[config.mk]
export PLATFORM = sky130hd
export DESIGN_NAME = rdc_top
export DESIGN_NICKNAME = d
export VERILOG_FILES = /design/src/rdc_pkg.sv /design/src/rdc_chan_if.sv /design/src/rdc_fine_track.sv /design/src/rdc_rssi_avg.sv /design/src/rdc_top.sv
export VERILOG_INCLUDE_DIRS = /design/src
export SDC_FILE = /design/constraint.sdc
export NUM_CORES = 1
export LEC_CHECK = 0
export ABC_AREA = 0
export BUFFER_PORTS_ARGS = -buffer_cell sky130_fd_sc_hd__buf_2
export CAP_MARGIN = 25
export CORE_MARGIN = 2
export CORE_UTILIZATION = 54
export DETAILED_ROUTE_END_ITERATION = 12
export GPL_ROUTABILITY_DRIVEN = 0
export GPL_TIMING_DRIVEN = 0
export PLACE_DENSITY = 0.72
export SLEW_MARGIN = 20
export SYNTH_ARGS = -nofsm -noshare
export SYNTH_HDL_FRONTEND = slang
export SYNTH_SLANG_ARGS = --single-unit
[constraint.sdc]
create_clock -name clock_i -period 11.2 [get_ports clock_i]
set_input_delay 1.12 -clock clock_i [delete_from_list [all_inputs] [get_ports clock_i]]
set_output_delay 1.12 -clock clock_i [all_outputs]
set_load 0.01 [all_outputs]
[src/rdc_defs.svh]
// named constants for the receive dc-offset and agc control block
`ifndef RDC_DEFS_SVH
`define RDC_DEFS_SVH

// host register offsets
`define RDC_ADDR_CMD 6'h01
`define RDC_ADDR_PWR 6'h04
`define RDC_ADDR_CI 6'h18
`define RDC_ADDR_CQ 6'h19
`define RDC_ADDR_RSSI 6'h1a

// field positions and reset values
`define RDC_CMD_CAL_BIT 6
`define RDC_CMD_CAL_MASK 8'h40
`define RDC_PWR_MIX1_BIT 0
`define RDC_PWR_MIX2_BIT 1
`define RDC_PWR_LODIV_BIT 2
`define RDC_REG_RST 8'h00
`define RDC_COARSE_RST 8'sh00
`define RDC_COARSE_MAX 8'sh7f
`define RDC_COARSE_MIN 8'sh81

// calibration timing in bit periods
`define RDC_CAL_BITS 5'h19
`define RDC_CAL_COARSE_BITS 5'h08

// clock rate and rssi averaging times
`define RDC_CLK_KHZ 20000
`define RDC_RSSI_SLOW_MS 64
`define RDC_RSSI_FAST_US 500

// gain steps and agc thresholds
`define RDC_GAIN_MIN_DB (-5)
`define RDC_GAIN_STEP_DB 15
`define RDC_GAIN_LO 2'h0
`define RDC_GAIN_HI 2'h3
`define RDC_GAIN_RST 2'h3
`define RDC_AGC_LOW_DB 8'h18
`define RDC_AGC_HIGH_DB 8'h30
`define RDC_DB_PER_OCTAVE 8'h06
`define RDC_RSSI_MAX 8'hff

// estimator defaults
`define RDC_FINE_SHIFT 6
`define RDC_FINE_NOISE_LIM 64
`define RDC_COARSE_SHIFT 4

`endif

[src/rdc_pkg.sv]
// types and shared functions for the receive dc-offset and agc control block
`include "rdc_defs.svh"
package rdc_pkg;
	typedef enum logic [4:0] {
		RDC_IDLE = 5'h01,
		RDC_RST = 5'h02,
		RDC_FE_OFF = 5'h04,
		RDC_TRACK = 5'h08,
		RDC_FE_ON = 5'h10
	} rdc_cal_state_t;

	typedef enum logic [1:0] {
		RDC_DC_HOLD = 2'h0,
		RDC_DC_FINE = 2'h1,
		RDC_DC_COARSE = 2'h2,
		RDC_DC_ZERO = 2'h3
	} rdc_dc_mode_t;

	// coarse log scale: db per octave times msb position
	function automatic logic [7:0] rdc_log_db(input logic [31:0] v);
		logic [7:0] idx;
		idx = 8'h00;
		for (int k = 0; k < 32; k++) begin
			if (v[k]) begin
				idx = 8'(k);
			end
		end
		return 8'(idx * `RDC_DB_PER_OCTAVE);
	endfunction

	function automatic int rdc_gain_db(input logic [1:0] g);
		return `RDC_GAIN_MIN_DB + `RDC_GAIN_STEP_DB * int'(g);
	endfunction
endpackage

[src/rdc_chan_if.sv]
// per-channel link between the control top and a fine offset estimator
`timescale 1ns/10ps
interface rdc_chan_if #(
	parameter int DW = 10
) ();
	logic signed [DW-1:0] sample;
	logic valid;
	logic en;
	logic clr;
	logic signed [DW-1:0] est;
	modport trk(input sample, input valid, input en, input clr, output est);
	modport ctl(output sample, output valid, output en, output clr, input est);
endinterface

[src/rdc_fine_track.sv]
// fine dc estimator: leaky average that skips large excursions
`timescale 1ns/10ps
`include "rdc_defs.svh"
module rdc_fine_track #(
	parameter int DW = 10,
	parameter int SH = `RDC_FINE_SHIFT,
	parameter int NOISE_LIM = `RDC_FINE_NOISE_LIM
) (
	// clock and reset
	input wire logic clock_i,
	input wire logic sys_rst_i,
	// channel link
	rdc_chan_if.trk chan
);
	localparam int AW = DW + SH;
	logic signed [AW-1:0] acc_reg;
	logic signed [DW:0] err_w;
	logic quiet_w;

	assign err_w = (DW+1)'(chan.sample) - (DW+1)'(chan.est);
	// large errors are signal, not noise
	assign quiet_w = (err_w < (DW+1)'(NOISE_LIM)) && (err_w > -((DW+1)'(NOISE_LIM)));

	// state is kept while disabled so tracking resumes where it left off
	always_ff @(posedge clock_i) begin
		if (sys_rst_i || chan.clr) begin
			acc_reg <= '0;
		end else if (chan.en && chan.valid && quiet_w) begin
			acc_reg <= acc_reg + AW'(err_w);
		end
	end

	assign chan.est = DW'(acc_reg >>> SH);
endmodule

[src/rdc_rssi_avg.sv]
// signal level averaged over a selectable window, reported on a db scale
`timescale 1ns/10ps
`include "rdc_defs.svh"
module rdc_rssi_avg #(
	parameter int MW = 12,
	parameter int SLOW_CYC = `RDC_RSSI_SLOW_MS * `RDC_CLK_KHZ,
	parameter int FAST_CYC = `RDC_RSSI_FAST_US * `RDC_CLK_KHZ / 1000
) (
	// clock and reset
	input wire logic clock_i,
	input wire logic sys_rst_i,
	// magnitude samples
	input wire logic [MW-1:0] mag_i,
	input wire logic mag_valid_i,
	input wire logic fast_i,
	// averaged level
	output logic [7:0] level_db_o,
	output logic level_valid_o
);
	logic [31:0] cyc_reg;
	logic [31:0] sum_reg;
	logic [31:0] cnt_reg;
	logic [31:0] win_w;
	logic [7:0] ldb_sum;
	logic [7:0] ldb_cnt;
	logic win_end;

	assign win_w = fast_i ? 32'(FAST_CYC) : 32'(SLOW_CYC);
	assign win_end = cyc_reg >= (win_w - 32'h1);
	// log of the mean is log of sum minus log of count
	assign ldb_sum = rdc_pkg::rdc_log_db(sum_reg);
	assign ldb_cnt = rdc_pkg::rdc_log_db(cnt_reg);

	always_ff @(posedge clock_i) begin
		if (sys_rst_i || win_end) begin
			cyc_reg <= '0;
		end else begin
			cyc_reg <= cyc_reg + 32'h1;
		end
	end

	always_ff @(posedge clock_i) begin
		if (sys_rst_i || win_end) begin
			sum_reg <= '0;
			cnt_reg <= '0;
		end else if (mag_valid_i && (sum_reg <= ('1 - 32'(mag_i)))) begin
			sum_reg <= sum_reg + 32'(mag_i);
			cnt_reg <= cnt_reg + 32'h1;
		end
	end

	always_ff @(posedge clock_i) begin
		if (sys_rst_i) begin
			level_db_o <= '0;
			level_valid_o <= 1'b0;
		end else begin
			level_valid_o <= win_end;
			if (win_end) begin
				level_db_o <= (ldb_sum > ldb_cnt) ? (ldb_sum - ldb_cnt) : '0;
			end
		end
	end
endmodule

[src/rdc_top.sv]
// receive dc-offset calibration, agc and rssi control top
`timescale 1ns/10ps
`include "rdc_defs.svh"
// Contract
// host command bit starts automatic calibration
// reset, front end off, track 25 bits, restore
// drive lna enable around front-end off steps
// coarse measured first, then fine with it
// hold mode freezes coarse and fine values
// fine mode tracks fine offset, ignoring signal
// coarse mode updates coarse, fine state frozen
// reset-and-hold forces all offsets to zero
// host reads and writes coarse offsets
// no host path to fine offsets
// demodulator subtracts averaged offset per sample
// coarse registers drive analogue pre-adc correction
// host should pick fine or hold afterwards
// four gains, 15 dB apart, -5 to +40
// agc hysteresis wider than one gain step
// baseband level drives agc, host readable
// device agc compensates reported signal strength
// host agc means host compensates strength
// averaging 64 ms default, 0.5 ms selectable
// selectable inversion of received waveform
// two bits power down receive mixer stages
// selectable bypass of lo divide-by-two
// count bit periods, ignore repeat requests
module rdc_top #(
	parameter int DW = 10,
	parameter int SLOW_CYC = `RDC_RSSI_SLOW_MS * `RDC_CLK_KHZ,
	parameter int FAST_CYC = `RDC_RSSI_FAST_US * `RDC_CLK_KHZ / 1000,
	parameter int COARSE_SHIFT = `RDC_COARSE_SHIFT
) (
	// clock and reset
	input wire logic clock_i,
	input wire logic sys_rst_i,
	// host register port
	input wire logic [5:0] host_addr_i,
	input wire logic [7:0] host_wdata_i,
	input wire logic host_wr_i,
	input wire logic host_rd_i,
	output logic [7:0] host_rdata_o,
	// mode selects
	input wire logic [1:0] dc_mode_i,
	input wire logic agc_host_ctrl_i,
	input wire logic [1:0] agc_host_gain_i,
	input wire logic listen_before_transmit_i,
	input wire logic rx_invert_i,
	// adc samples and demodulator bit timing
	input wire logic signed [DW-1:0] adc_i_i,
	input wire logic signed [DW-1:0] adc_q_i,
	input wire logic adc_valid_i,
	input wire logic bit_tick_i,
	// corrected samples to demodulator
	output logic signed [DW:0] rx_i_o,
	output logic signed [DW:0] rx_q_o,
	output logic rx_valid_o,
	// analogue and front-end control
	output logic signed [7:0] coarse_i_o,
	output logic signed [7:0] coarse_q_o,
	output logic lna_en_o,
	output logic front_end_en_o,
	output logic rx_reset_o,
	output logic [1:0] gain_o,
	output logic rx_mixer_stage_one_power_o,
	output logic rx_mixer_stage_two_power_o,
	output logic lo_div_bypass_o,
	// status
	output logic [7:0] rssi_o,
	output logic rssi_valid_o,
	output logic cal_busy_o
);
	localparam int SW = DW + 6;

	rdc_pkg::rdc_cal_state_t cal_state_reg;
	rdc_pkg::rdc_cal_state_t cal_state_next;
	rdc_pkg::rdc_dc_mode_t mode_w;
	logic [4:0] bit_cnt_reg;
	logic [7:0] cmd_reg;
	logic [7:0] pwr_reg;
	logic lna_en_reg;
	logic [1:0] gain_reg;
	logic [7:0] rssi_reg;
	logic [7:0] lvl_db;
	logic lvl_valid;
	logic signed [7:0] coarse_w [2];
	logic signed [DW-1:0] est_w [2];
	logic signed [DW-1:0] adc_w [2];
	logic signed [DW:0] corr_w [2];
	logic [DW+1:0] mag_w;
	logic [8:0] rssi_sum;
	logic cal_idle;
	logic cal_req;
	logic coarse_phase;
	logic coarse_en;
	logic coarse_clr;
	logic fine_en;
	logic fine_clr;

	function automatic logic signed [7:0] sat8(input logic signed [SW-1:0] v);
		if (v > SW'(`RDC_COARSE_MAX)) begin
			return `RDC_COARSE_MAX;
		end else if (v < SW'(`RDC_COARSE_MIN)) begin
			return `RDC_COARSE_MIN;
		end
		return 8'(v);
	endfunction

	assign adc_w[0] = adc_i_i;
	assign adc_w[1] = adc_q_i;
	assign mode_w = rdc_pkg::rdc_dc_mode_t'(dc_mode_i);
	assign cal_idle = cal_state_reg == rdc_pkg::RDC_IDLE;
	assign cal_busy_o = !cal_idle;
	// a request while busy is dropped
	assign cal_req = host_wr_i && (host_addr_i == `RDC_ADDR_CMD) &&
		host_wdata_i[`RDC_CMD_CAL_BIT] && cal_idle;

	// offset mode steering; hold enables neither estimator
	assign coarse_phase = (cal_state_reg == rdc_pkg::RDC_TRACK) &&
		(bit_cnt_reg < `RDC_CAL_COARSE_BITS);
	assign coarse_en = coarse_phase ||
		(cal_idle && mode_w == rdc_pkg::RDC_DC_COARSE);
	assign fine_en = ((cal_state_reg == rdc_pkg::RDC_TRACK) && !coarse_phase) ||
		(cal_idle && mode_w == rdc_pkg::RDC_DC_FINE);
	assign coarse_clr = (cal_state_reg == rdc_pkg::RDC_RST) ||
		(cal_idle && mode_w == rdc_pkg::RDC_DC_ZERO);
	assign fine_clr = coarse_clr || coarse_phase;

	// calibration sequencer
	always_comb begin
		cal_state_next = cal_state_reg;
		case (cal_state_reg)
			rdc_pkg::RDC_IDLE: begin
				if (cal_req) begin
					cal_state_next = rdc_pkg::RDC_RST;
				end
			end
			rdc_pkg::RDC_RST: begin
				cal_state_next = rdc_pkg::RDC_FE_OFF;
			end
			rdc_pkg::RDC_FE_OFF: begin
				if (bit_tick_i) begin
					cal_state_next = rdc_pkg::RDC_TRACK;
				end
			end
			rdc_pkg::RDC_TRACK: begin
				if (bit_tick_i && bit_cnt_reg == (`RDC_CAL_BITS - 5'h01)) begin
					cal_state_next = rdc_pkg::RDC_FE_ON;
				end
			end
			rdc_pkg::RDC_FE_ON: begin
				cal_state_next = rdc_pkg::RDC_IDLE;
			end
			default: begin
				cal_state_next = rdc_pkg::RDC_IDLE;
			end
		endcase
	end

	always_ff @(posedge clock_i) begin
		if (sys_rst_i) begin
			cal_state_reg <= rdc_pkg::RDC_IDLE;
		end else begin
			cal_state_reg <= cal_state_next;
		end
	end

	always_ff @(posedge clock_i) begin
		if (sys_rst_i || cal_state_reg != rdc_pkg::RDC_TRACK) begin
			bit_cnt_reg <= '0;
		end else if (bit_tick_i) begin
			bit_cnt_reg <= bit_cnt_reg + 5'h01;
		end
	end

	// front end and lna off from the reset step to the end of tracking
	always_ff @(posedge clock_i) begin
		if (sys_rst_i) begin
			lna_en_reg <= 1'b1;
			rx_reset_o <= 1'b0;
		end else begin
			lna_en_reg <= !(cal_state_next == rdc_pkg::RDC_RST ||
				cal_state_next == rdc_pkg::RDC_FE_OFF ||
				cal_state_next == rdc_pkg::RDC_TRACK);
			rx_reset_o <= cal_state_next == rdc_pkg::RDC_RST;
		end
	end
	assign lna_en_o = lna_en_reg;
	assign front_end_en_o = lna_en_reg;

	// per-channel coarse and fine correction
	for (genvar g = 0; g < 2; g++) begin : gen_ch
		rdc_chan_if #(.DW(DW)) ch ();
		logic signed [SW-1:0] bit_sum_reg;
		logic signed [7:0] coarse_reg;
		logic host_hit;

		assign host_hit = host_wr_i &&
			(host_addr_i == ((g == 0) ? `RDC_ADDR_CI : `RDC_ADDR_CQ));
		assign ch.sample = adc_w[g];
		assign ch.valid = adc_valid_i;
		assign ch.en = fine_en;
		assign ch.clr = fine_clr;
		assign est_w[g] = ch.est;
		assign coarse_w[g] = coarse_reg;
		assign corr_w[g] = (DW+1)'(adc_w[g]) - (DW+1)'(ch.est);

		rdc_fine_track #(.DW(DW)) u_trk (
			.clock_i(clock_i),
			.sys_rst_i(sys_rst_i),
			.chan(ch.trk)
		);

		always_ff @(posedge clock_i) begin
			if (sys_rst_i || bit_tick_i) begin
				bit_sum_reg <= '0;
			end else if (adc_valid_i) begin
				bit_sum_reg <= bit_sum_reg + SW'(adc_w[g]);
			end
		end

		// clear beats host write, host write beats tracking
		always_ff @(posedge clock_i) begin
			if (sys_rst_i || coarse_clr) begin
				coarse_reg <= `RDC_COARSE_RST;
			end else if (host_hit) begin
				coarse_reg <= host_wdata_i;
			end else if (coarse_en && bit_tick_i) begin
				coarse_reg <= sat8(SW'(coarse_reg) + (bit_sum_reg >>> COARSE_SHIFT));
			end
		end
	end

	assign coarse_i_o = coarse_w[0];
	assign coarse_q_o = coarse_w[1];

	// host registers
	always_ff @(posedge clock_i) begin
		if (sys_rst_i) begin
			cmd_reg <= `RDC_REG_RST;
			pwr_reg <= `RDC_REG_RST;
		end else if (host_wr_i) begin
			if (host_addr_i == `RDC_ADDR_CMD) begin
				cmd_reg <= host_wdata_i & ~`RDC_CMD_CAL_MASK;
			end
			if (host_addr_i == `RDC_ADDR_PWR) begin
				pwr_reg <= host_wdata_i;
			end
		end
	end
	assign rx_mixer_stage_one_power_o = pwr_reg[`RDC_PWR_MIX1_BIT];
	assign rx_mixer_stage_two_power_o = pwr_reg[`RDC_PWR_MIX2_BIT];
	assign lo_div_bypass_o = pwr_reg[`RDC_PWR_LODIV_BIT];

	always_ff @(posedge clock_i) begin
		if (sys_rst_i) begin
			host_rdata_o <= `RDC_REG_RST;
		end else if (host_rd_i) begin
			case (host_addr_i)
				`RDC_ADDR_CMD: host_rdata_o <= cmd_reg | (cal_idle ? 8'h00 : `RDC_CMD_CAL_MASK);
				`RDC_ADDR_PWR: host_rdata_o <= pwr_reg;
				`RDC_ADDR_CI: host_rdata_o <= coarse_w[0];
				`RDC_ADDR_CQ: host_rdata_o <= coarse_w[1];
				`RDC_ADDR_RSSI: host_rdata_o <= rssi_reg;
				default: host_rdata_o <= `RDC_REG_RST;
			endcase
		end
	end

	// corrected samples, q negated when rx_invert_i is set to invert the spectrum
	always_ff @(posedge clock_i) begin
		if (sys_rst_i) begin
			rx_i_o <= '0;
			rx_q_o <= '0;
			rx_valid_o <= 1'b0;
		end else begin
			rx_valid_o <= adc_valid_i;
			if (adc_valid_i) begin
				rx_i_o <= corr_w[0];
				rx_q_o <= rx_invert_i ? -corr_w[1] : corr_w[1];
			end
		end
	end

	assign mag_w = (DW+2)'(rx_i_o < 0 ? -rx_i_o : rx_i_o) +
		(DW+2)'(rx_q_o < 0 ? -rx_q_o : rx_q_o);

	rdc_rssi_avg #(.MW(DW+2), .SLOW_CYC(SLOW_CYC), .FAST_CYC(FAST_CYC)) u_rssi (
		.clock_i(clock_i),
		.sys_rst_i(sys_rst_i),
		.mag_i(mag_w),
		.mag_valid_i(rx_valid_o),
		.fast_i(listen_before_transmit_i),
		.level_db_o(lvl_db),
		.level_valid_o(lvl_valid)
	);

	// agc: thresholds more than one step apart
	always_ff @(posedge clock_i) begin
		if (sys_rst_i) begin
			gain_reg <= `RDC_GAIN_RST;
		end else if (agc_host_ctrl_i) begin
			gain_reg <= agc_host_gain_i;
		end else if (lvl_valid) begin
			if (lvl_db > `RDC_AGC_HIGH_DB && gain_reg != `RDC_GAIN_LO) begin
				gain_reg <= gain_reg - 2'h1;
			end else if (lvl_db < `RDC_AGC_LOW_DB && gain_reg != `RDC_GAIN_HI) begin
				gain_reg <= gain_reg + 2'h1;
			end
		end
	end
	assign gain_o = gain_reg;

	// gain compensation relative to the highest gain
	assign rssi_sum = {1'b0, lvl_db} + 9'(rdc_pkg::rdc_gain_db(`RDC_GAIN_HI) -
		rdc_pkg::rdc_gain_db(gain_reg));

	always_ff @(posedge clock_i) begin
		if (sys_rst_i) begin
			rssi_reg <= '0;
			rssi_valid_o <= 1'b0;
		end else begin
			rssi_valid_o <= lvl_valid;
			if (lvl_valid) begin
				if (agc_host_ctrl_i) begin
					rssi_reg <= lvl_db;
				end else begin
					rssi_reg <= rssi_sum[8] ? `RDC_RSSI_MAX : rssi_sum[7:0];
				end
			end
		end
	end
	assign rssi_o = rssi_reg;

	// checks
	logic [5:0] help_ticks;
	always_ff @(posedge clock_i) begin
		if (sys_rst_i || cal_state_reg == rdc_pkg::RDC_IDLE) begin
			help_ticks <= '0;
		end else if (cal_state_reg == rdc_pkg::RDC_TRACK && bit_tick_i) begin
			help_ticks <= help_ticks + 6'h01;
		end
	end
endmodule

# Word-level counts from Yosys, hierarchy flattened
# Index checks and enable logic that the tools add are counted.
totals:
  regBits: 254
op_classes:
  addsub: 24
  multipliers: 3
  magnitude_cmp: 16
  eq_ne: 18
  n_mux: 99
  bitwise_logic: 1
  n_reduce_logical: 42
ops:
  columns: ["cell", "n"]
  rows:
  - ["$mux W5", 35]
  - ["$mux W8", 13]
  - ["$add A32 B1 Y32 const B", 2]
  - ["$mux W4", 16]
  - ["$pmux W8 S5", 1]
  - ["$add A16 B10 Y16", 2]
  - ["$add A16 B11 Y16", 2]
  - ["$add A32 B12 Y32", 1]
  - ["$ge A32 B32 Y1", 1]
  - ["$le A32 B32 Y1", 1]
  - ["$sub A32 B1 Y32 const B", 1]
  - ["$add A8 B12 Y13", 2]
  - ["$gt A13 B8 Y1 const B", 2]
  - ["$lt A13 B8 Y1 const B", 2]
  - ["$mux W12", 2]
  - ["$mux W3", 8]
  - ["$neg A11 Y12", 2]
  - ["$gt A11 B7 Y1 const B", 2]
  - ["$lt A11 B1 Y1 const B", 2]
  - ["$lt A11 B8 Y1 const B", 2]
  - ["$sub A10 B10 Y11", 2]
  - ["$mux W21", 1]
  - ["$logic_and A1 B1 Y1", 20]
  - ["$pmux W5 S4", 1]
  - ["other kinds (38)", 80]

# Longest topological paths before layout
# Gate-level depths: netlist of the first run.
logic_depth:
  depth_word: 34
  mapped_depth: 24
  mapped_depth_nobuf: 22

# Modules after synthesis
# A second synthesis of the first run with hierarchy kept.
unflattened:
  cells_unflattened: 2525
  area_unflattened_um2: 20402.1
by_module_without_submodules:
  columns: ["module", "instances", "cells_per_inst", "area_each_um2"]
  rows:
  - ["rdc_top", 1, 1272, 9948.3]
  - ["rdc_rssi_avg", 1, 788, 6563.8]
  - ["rdc_fine_track at gen_ch[0].u_trk", 1, 243, 2010.7]
  - ["rdc_fine_track at gen_ch[1].u_trk", 1, 222, 1879.3]

# Worst setup path after synthesis of the first run
# OpenSTA, ideal clock, no wires.
synth_timing:
  path_kind: "register -> register"
  startpoint: "reg rx_i_o[0]"
  endpoint: "reg u_rssi.cnt_reg[22]"
  setup_time_ns: 0.128
  t_arrival_ns: 4.746
  path_slack_ns: 6.327
  path_stages_with_launch: 23
  path_buffers: 1
  period_less_slack_ns: 4.873
  path_cell_list: "dfxtp_1 -> inv_1 -> ha_1 -> nand2_1 -> o21ai_0 -> fa_1 -> a21o_1 -> a21oi_1 -> o21bai_1 -> a21oi_1 -> o21bai_1 -> a21oi_1 -> mux2i_1 -> nand3_1 -> ha_1 -> nand4_1 -> o41ai_1 -> o31ai_1 -> nor4b_1 -> clkbuf_1 -> nand4_1 -> xnor2_1 -> nor2_1"
synth_between:
  elab_chain_len: 6
synth_rtl:
  columns: ["element", "line", "source"]
  rows:
  - ["from (decl)", "rdc_top.sv:55", "output logic signed [DW:0] rx_i_o,"]
  - ["from (signal assigned)", "rdc_top.sv:279", "rx_i_o <= corr_w[0];"]
  - ["$neg A11 Y12 or $lt A11 B1 Y1 (tied branches)", "rdc_top.sv:285", "assign mag_w = (DW+2)'(rx_i_o < 0 ? -rx_i_o : rx_i_o) +"]
  - ["$mux W12 (*)", "rdc_top.sv:285", null]
  - ["$add A12 B12 Y12 (*)", "rdc_top.sv:285", null]
  - ["$sub A1 B13 Y14 (*)", "rdc_rssi_avg.sv:46", "end else if (mag_valid_i && (sum_reg <= ('1 - 32'(mag_i)))) begin"]
  - ["$le A32 B32 Y1 (*)", "rdc_rssi_avg.sv:46", null]
  - ["$logic_and A1 B1 Y1 (*)", "rdc_rssi_avg.sv:46", null]
  - ["to (signal assigned)", "rdc_rssi_avg.sv:48", "cnt_reg <= cnt_reg + 32'h1;"]
  - ["to (decl)", "rdc_rssi_avg.sv:22", "logic [31:0] cnt_reg;"]
# Every way passes the cells marked *; elsewhere a longest branch is shown, timed or not.
# A chain may end at the register's enable or synchronous reset.

# Worst setup path in the final report of the first run
layout_timing:
  startpoint: "reg rx_q_o[0]"
  endpoint: "reg u_rssi.cnt_reg[22]"
layout_between:
  elab_chain_len: 6
layout_rtl:
  columns: ["element", "line", "source"]
  rows:
  - ["from (decl)", "rdc_top.sv:56", "output logic signed [DW:0] rx_q_o,"]
  - ["from (signal assigned)", "rdc_top.sv:280", "rx_q_o <= rx_invert_i ? -corr_w[1] : corr_w[1];"]
  - ["$neg A11 Y12 or $lt A11 B1 Y1 (tied branches)", "rdc_top.sv:286", "(DW+2)'(rx_q_o < 0 ? -rx_q_o : rx_q_o);"]
  - ["$mux W12 (*)", "rdc_top.sv:286", null]
  - ["$add A12 B12 Y12 (*)", "rdc_top.sv:285", null]
  - ["$sub A1 B13 Y14 (*)", "rdc_rssi_avg.sv:46", null]
  - ["$le A32 B32 Y1 (*)", "rdc_rssi_avg.sv:46", null]
  - ["$logic_and A1 B1 Y1 (*)", "rdc_rssi_avg.sv:46", null]
# Marks and branches as above.

==> results.toml, run 1 <==
[drt]
via_count = 17200
drt_iter0_drc = 1044
wl_per_cell_um = 16.6
ant_nets = 0
drcViolationCount = 0
firstDrtPassIters = 6
drt-vias-per-instance = 5.90
drt_wl_total_mm = 48.5

[sta]
finalSetupViolCount = 0
slew_headroom_pct = 36.1
rsz0062_at_grt = "no"
fin_ws_ns = 5.36
hold_viol = 0
skew_ns = 0.0112
fin_crit_sh_pct = 52.2
max_freq_ghz = 0.171
min_period_ns = 5.84
tightest_slew_ns = 0.956
finalSetupTns_ns = 0
maxSlewViolCount = 0
whs_ns = 0.452

[status]
outcome = "complete, no violations"

[place]
port_buffers = 109
dp_cells = 2860
pre_cts_slack_ns = 5.40
placed_area_um2 = 19700
dp.final_hpwl_mm = 37.1

[synth]
synth_top_flop_cell = "dfxtp_1"
syn-mean-instance-area_um2 = 8.08
syn-cell-area_um2 = 18500
yosys_warnings = 0
synth_area_leaders = "dfxtp_1, ha_1, xnor2_1"
synth-seq-area-share_pct = 27.3
synth_async_sr_flop_share_pct = 0
post-synth-top-area-cell = "dfxtp_1"
synth_edf_count = 0
synthCells = 2294
yosysTopAreaCellShare_pct = 27.3
synth_seq_cells = 253
yosysUniqueCellTypes = 91

[grt]
grt_pass1_wl_mm = 79.2
grt_max_degree = 15
grt_pass1_vias = 16400
grt_overflow_total = 0
antenna_found_initial = 3
grt_util_all_layers_pct = 26.5

[worst_hold_path]
min-delay-start = "u_rssi.cyc_reg[0]$_SDFF_PP0_"
hold_path.class = "reg -> reg"

[floorplanning]
initial_core_util_pct = 55.0
floorplan.core_area_um2 = 33700
rows = 67
pin_count = 112
fp.dieW_um = 189
die_h_um = 189
dieArea_um2 = 35800

[final_layout]
area_growth_syn_to_layout_pct = 12.0
final_cell_mix = "nor2_1, dfxtp_1, ha_1"
utilization_pct = 61.6
final_cells = 2920
final_area_um2 = 20800
drive_gt1_share_pct = 8.75
final_common_cell = "nor2_1"
fin_nets = 2685

[setup_path]
startpoint = "rx_q_o[0]$_SDFFE_PP0P_"
worstPathMaxFanout = 10
arrival_ns = 6.28
critPathLaunchType = "register"
crit_type = "reg -> reg"
r2r-start = "rx_q_o[0]$_SDFFE_PP0P_"
end_kind = "register"
worstPathRequired_ns = 11.64

[clock_tree]
clk_latency_ns = 0.57
cts.repair.resized = 0
path_clk_slew_ns = 0.06
tritoncts = "built"
clock-sinks = 253
hold_buffers = 0
clockBufferDepth = 3
postCtsSetupBuffers = 0
cts_buffers = 30
ctsRootBufferMaster = "clkbuf_16"
ctsHtreeMaxLevel = 1

[run]
maxCapViolations = 0

[power_and_ir_drop]
power.density_nw_per_um2 = 119
vdd_ir_drop_max_v = 0.000107
fin_total_pwr_mw = 2.47
leakagePower_nw = 8.63
## Yosys cell counts, drive strengths merged (10+ instances only)
cell    instances
a211oi         52
a21o           51
a21oi         144
a22oi          10
a311oi         12
a31oi          16
and2           21
and3           29
and4           12
buf            17
clkbuf         65
dfxtp         253
fa             14
ha            179
inv           128
mux2i          51
nand2         156
nand2b         33
nand3          71
nand4          22
nor2          275
nor2b          17
nor3           76
nor4           29
o211ai         12
o21a           23
o21ai          97
o21bai         24
o31ai          24
or2            13
or3            24
xnor2         122
xor2           76
## worst paths after layout
| check | slack, ns | cells after the start | endpoint |
|---|---|---|---|
| worst min register to register | 0.45 | 1 | u_rssi.cyc_reg[0]$_SDFF_PP0_ |
| worst max-delay path | 5.36 | 22 | u_rssi.cnt_reg[22]$_SDFFE_PP0P_ |
| worst min-delay path | 0.45 | 1 | u_rssi.cyc_reg[0]$_SDFF_PP0_ |
| worst max register to register | 5.36 | 22 | u_rssi.cnt_reg[22]$_SDFFE_PP0P_ |
## final cells by class
cell class                 instances  area, um2
fill                            3050      12900
multi-input combinational       1840      12700
sequential                       253       5060
clock buffer                      43        891
tap                              448        561
timing repair buffer             110        551
inverter                         128        480
buffer                            82        365
clock inverter                    13        174
antenna                            3       7.51
## kinds of logic after synthesis
| family | synth area share (%) |
|---|---|
| adder cells (fa/ha/maj) | 13.6 |
| flip-flops | 27.3 |
| buffers and inverters | 4.56 |
| other | 0.0202 |
| AO/OA/AOI/OAI | 20.8 |
| XOR/XNOR | 9.36 |
| AND/OR/NAND/NOR | 21.4 |
| multiplexers | 2.94 |
## worst max-delay path: stages (launching register included)
cell and delay [ns]:
dfxtp_1 0.44, inv_1 0.08, ha_1 0.29, nand2_1 0.06, o21ai_0 0.17, fa_1 0.49, a21o_1 0.17, a21oi_1 0.22
o21bai_1 0.09, a21oi_1 0.22, o21bai_1 0.09, a21oi_1 0.27, mux2i_1 0.22, nand3_1 0.13, ha_1 0.39, nand4_1 0.19
o41ai_1 0.51, o31ai_1 0.32, nor4b_1 0.47, clkbuf_1 0.46, nand4_1 0.19, xnor2_1 0.17, nor2_1 0.06
## power breakdown
| part | switching (mW) | internal, mW |
|---|---|---|
| Sequential | 0.0268 | 0.922 |
| Combinational | 0.277 | 0.194 |
| Clock | 0.404 | 0.643 |
## per-layer routing
metal / part of all wire [%] / vias up / GRT usage, %
li1: - / 8581 / -
met4: 3.9 / 0 / 9.99
met1: 43 / 8105 / 33.1
met3: 4.6 / 109 / 3.11
met2: 48 / 427 / 46.5
met5: 0 / - / 0
No activity file was read; power rests on OpenSTA's default activity.
==> run 2: changes to the inputs <==
--- a/config.mk
+++ b/config.mk
@@ -6,7 +6,7 @@
 export SDC_FILE = /design/constraint.sdc
 export NUM_CORES = 1
 export LEC_CHECK = 0
-export ABC_AREA = 0
+export ABC_AREA = 1
 export BUFFER_PORTS_ARGS = -buffer_cell sky130_fd_sc_hd__buf_2
 export CAP_MARGIN = 25
 export CORE_MARGIN = 2
==> constraint.sdc (replaced) <==
create_clock -name clock_i -period 5.8 [get_ports clock_i]
set_input_delay 0.58 -clock clock_i [delete_from_list [all_inputs] [get_ports clock_i]]
set_output_delay 0.58 -clock clock_i [all_outputs]
set_load 0.01 [all_outputs]
==> run 2 against run 1 <==
- register-to-register slack worse by 4.9 ns
- via count is 0.11% higher
- first-iteration DRC count grew 5.4%
- flip-flop and latch count unchanged
- hold slack lost 0.20 ns
- fmax increased by 9.9%
- clock power up 100%
- worst setup slack worse by 4.9 ns
- critical path type unchanged
- critical endpoint is now u_rssi.cnt_reg[29]$_SDFFE_PP0P_
- highest routed layer unchanged
==> results.toml, run 2 <==
[synth]
yosys_warnings = 0
yosysUniqueCellTypes = 66
synth.most_common_cell = "nand2_1"
synth_async_sr_flop_share_pct = 0
synth_seq_cells = 253
synth-seq-area-share_pct = 28.4
syn-cell-area_um2 = 17900
yosysTopAreaCellShare_pct = 28.4
synthCells = 2523
synth_top_flop_cell = "dfxtp_1"
post-synth-top-area-cell = "dfxtp_1"
synth_edf_count = 0
synth_commonest_cells = "nand2_1, inv_1, nor2_1"
syn-mean-instance-area_um2 = 7.08
synth_area_leaders = "dfxtp_1, ha_1, nand2_1"

[worst_hold_path]
min_path_cells = 3
hold_path.class = "in -> reg"
min_to = "gain_o[0]$_SDFFE_PP1P_"
min-delay-start = "agc_host_gain_i[0]"

[clock_tree]
clk_latency_ns = 0.56
ctsRootBufferMaster = "clkbuf_16"
path_clk_slew_ns = 0.06
cts_buffers = 30
clock-sinks = 253
clockBufferDepth = 3
hold_buffers = 0
tritoncts = "built"
ctsHtreeMaxLevel = 1

[setup_path]
critPathLaunchType = "register"
arrival_ns = 5.74
worstPathRequired_ns = 6.22
r2r-end = "u_rssi.cnt_reg[29]$_SDFFE_PP0P_"
cp_slowest_cell = "dfxtp_1"
r2r_slack_ns = 0.48
crit_cells = 35
path_delay_family = "simple AND/OR/NAND/NOR gates"
r2r-start = "rx_q_o[10]$_SDFFE_PP0P_"
worstPathMaxFanout = 9
cpMostUsedCell = "nand2_1"
end_kind = "register"
crit_type = "reg -> reg"
critPathBufInv = 4
reg2reg_depth = 35
max_stage_delay_ns = 0.47

[drt]
ant_nets = 0
via_count = 17200
drt_iter0_drc = 1100
drt_wl_total_mm = 47.2
wl_per_cell_um = 15.0
drt-vias-per-instance = 5.49
drcViolationCount = 0
firstDrtPassIters = 7

[sta]
slew_headroom_pct = 31.0
maxSlewViolCount = 0
fin_crit_sh_pct = 91.7
max_freq_ghz = 0.188
whs_ns = 0.249
finalSetupViolCount = 0
min_period_ns = 5.32
hold_viol = 0
skew_ns = 0.00790
tightest_slew_ns = 1.03

[grt]
grt_pass1_vias = 16400
grt_util_all_layers_pct = 27.4
grt_max_degree = 15
grt_overflow_total = 0
antenna_found_initial = 2
grt_pass1_wl_mm = 77.7

[run]
maxCapViolations = 0

[floorplanning]
initial_core_util_pct = 54.9
dieArea_um2 = 34500
die_h_um = 186
floorplan.core_area_um2 = 32500
rows = 66
pin_count = 112
fp.dieW_um = 186

[power_and_ir_drop]
p_sw_share_pct = 28.7
power_frac_seq_pct = 37.7
power.density_nw_per_um2 = 242
p_comb_share_pct = 18.7
p_clk_share_pct = 43.6
intPower_mw = 3.49
fin_total_pwr_mw = 4.89
leakagePower_nw = 9.50
vdd_ir_drop_max_v = 0.000241
p_switching_mw = 1.40

[final_layout]
fillerInstances = 3028
area_growth_syn_to_layout_pct = 13.0
final_area_um2 = 20200
utilization_pct = 62.0
final_common_cell = "nand2_1"
drive_gt1_share_pct = 8.44
final_cells = 3143
fin_nets = 2918
final_cell_mix = "nand2_1, inv_1, nor2_1"

[status]
outcome = "complete, no violations"

[place]
port_buffers = 110
placed_area_um2 = 19000
dp.final_hpwl_mm = 36.4
dp_cells = 3086
-- run 2: logic make-up (layout without fill, tap and decap cells) --
kind of cell               Yosys count  in the layout  share of synthesized area, %
AOI/OAI and AO/OA                  593            593                          19.4
xor gates and xnor gates           138            138                          6.81
adders and majority gates          193            193                          14.1
other                                1             11                        0.0210
DFF                                253            253                          28.4
and+or+nand+nor                    918            918                          22.2
buffers and inverters              427            595                          9.07
-- run 2: power by group through the flow --
stage / registers (mW) / logic (mW) / clock network (mW)
floorplan: 1.87 / 0.655 / 0
CTS: 1.84 / 0.900 / 2.16
global placement: 1.88 / 0.868 / 0
finish: 1.84 / 0.913 / 2.13
detailed placement: 1.88 / 0.891 / 0
global route: 1.85 / 1.03 / 2.23
-- run 2: routing by layer --
layer / vias to the layer above / track usage, % / wire length [um]
met4: 0 / 11.1 / 1890
met1: 7913 / 34.4 / 20600
li1: 8764 / - / -
met2: 446 / 47.5 / 22200
met5: - / 0 / 0
met3: 118 / 3.66 / 2500
-- run 2: how the worst max path moves through the flow --
stage	from	endpoint	slack (ns)
5_1_grt	rx_i_o[1]$_SDFFE_PP0P_	u_rssi.cnt_reg[29]$_SDFFE_PP0P_	-0.02
4_1_cts	rx_q_o[0]$_SDFFE_PP0P_	u_rssi.cnt_reg[27]$_SDFFE_PP0P_	0.1
3_3_place_gp	rx_q_o[0]$_SDFFE_PP0P_	u_rssi.cnt_reg[27]$_SDFFE_PP0P_	0.27
2_1_floorplan	rx_i_o[0]$_SDFFE_PP0P_	u_rssi.cnt_reg[27]$_SDFFE_PP0P_	1.09
3_5_place_dp	rx_q_o[0]$_SDFFE_PP0P_	u_rssi.cnt_reg[27]$_SDFFE_PP0P_	0.12
6_report	rx_q_o[10]$_SDFFE_PP0P_	u_rssi.cnt_reg[29]$_SDFFE_PP0P_	0.48
-- run 2: timing repair --
action	4_1_cts	5_1_grt
setup buffers	0	2
endpoints found under the setup margin	0	17
gates resized for setup	0	17
-- run 2: layout make-up --
cell class	count	area (um2)	area share (%)
Antenna cell	1	2.50	0.0124
Buffer	42	173	0.855
Clock buffer	46	932	4.62
Clock inverter	8	193	0.954
Inverter	385	1450	7.17
Multi-Input combinational cell	1852	11200	55.7
Sequential cell	253	5070	25.1
Tap cell	442	553	2.74
Timing Repair Buffer	114	576	2.85
-- run 2: worst register-to-register path: cells and delay by family, from the launching register on --
family | cells | cell delay, ns
xor gates and xnor gates | 2 | 0.32
adders and majority gates | 2 | 0.65
buffers and inverters | 4 | 0.56
AOI/OAI and AO/OA | 5 | 0.69
DFF | 1 | 0.47
and+or+nand+nor | 22 | 2.51
-- run 2: through the flow --
| stage | setup WS [ns] | setup TNS (ns) |
|---|---|---|
| after global placement | 0.268 | 0 |
| after floorplan | 1.09 | 0 |
| after global routing | -0.0243 | -0.0318 |
| final | 0.481 | 0 |
| after detailed placement | 0.116 | 0 |
| after CTS | 0.0980 | 0 |
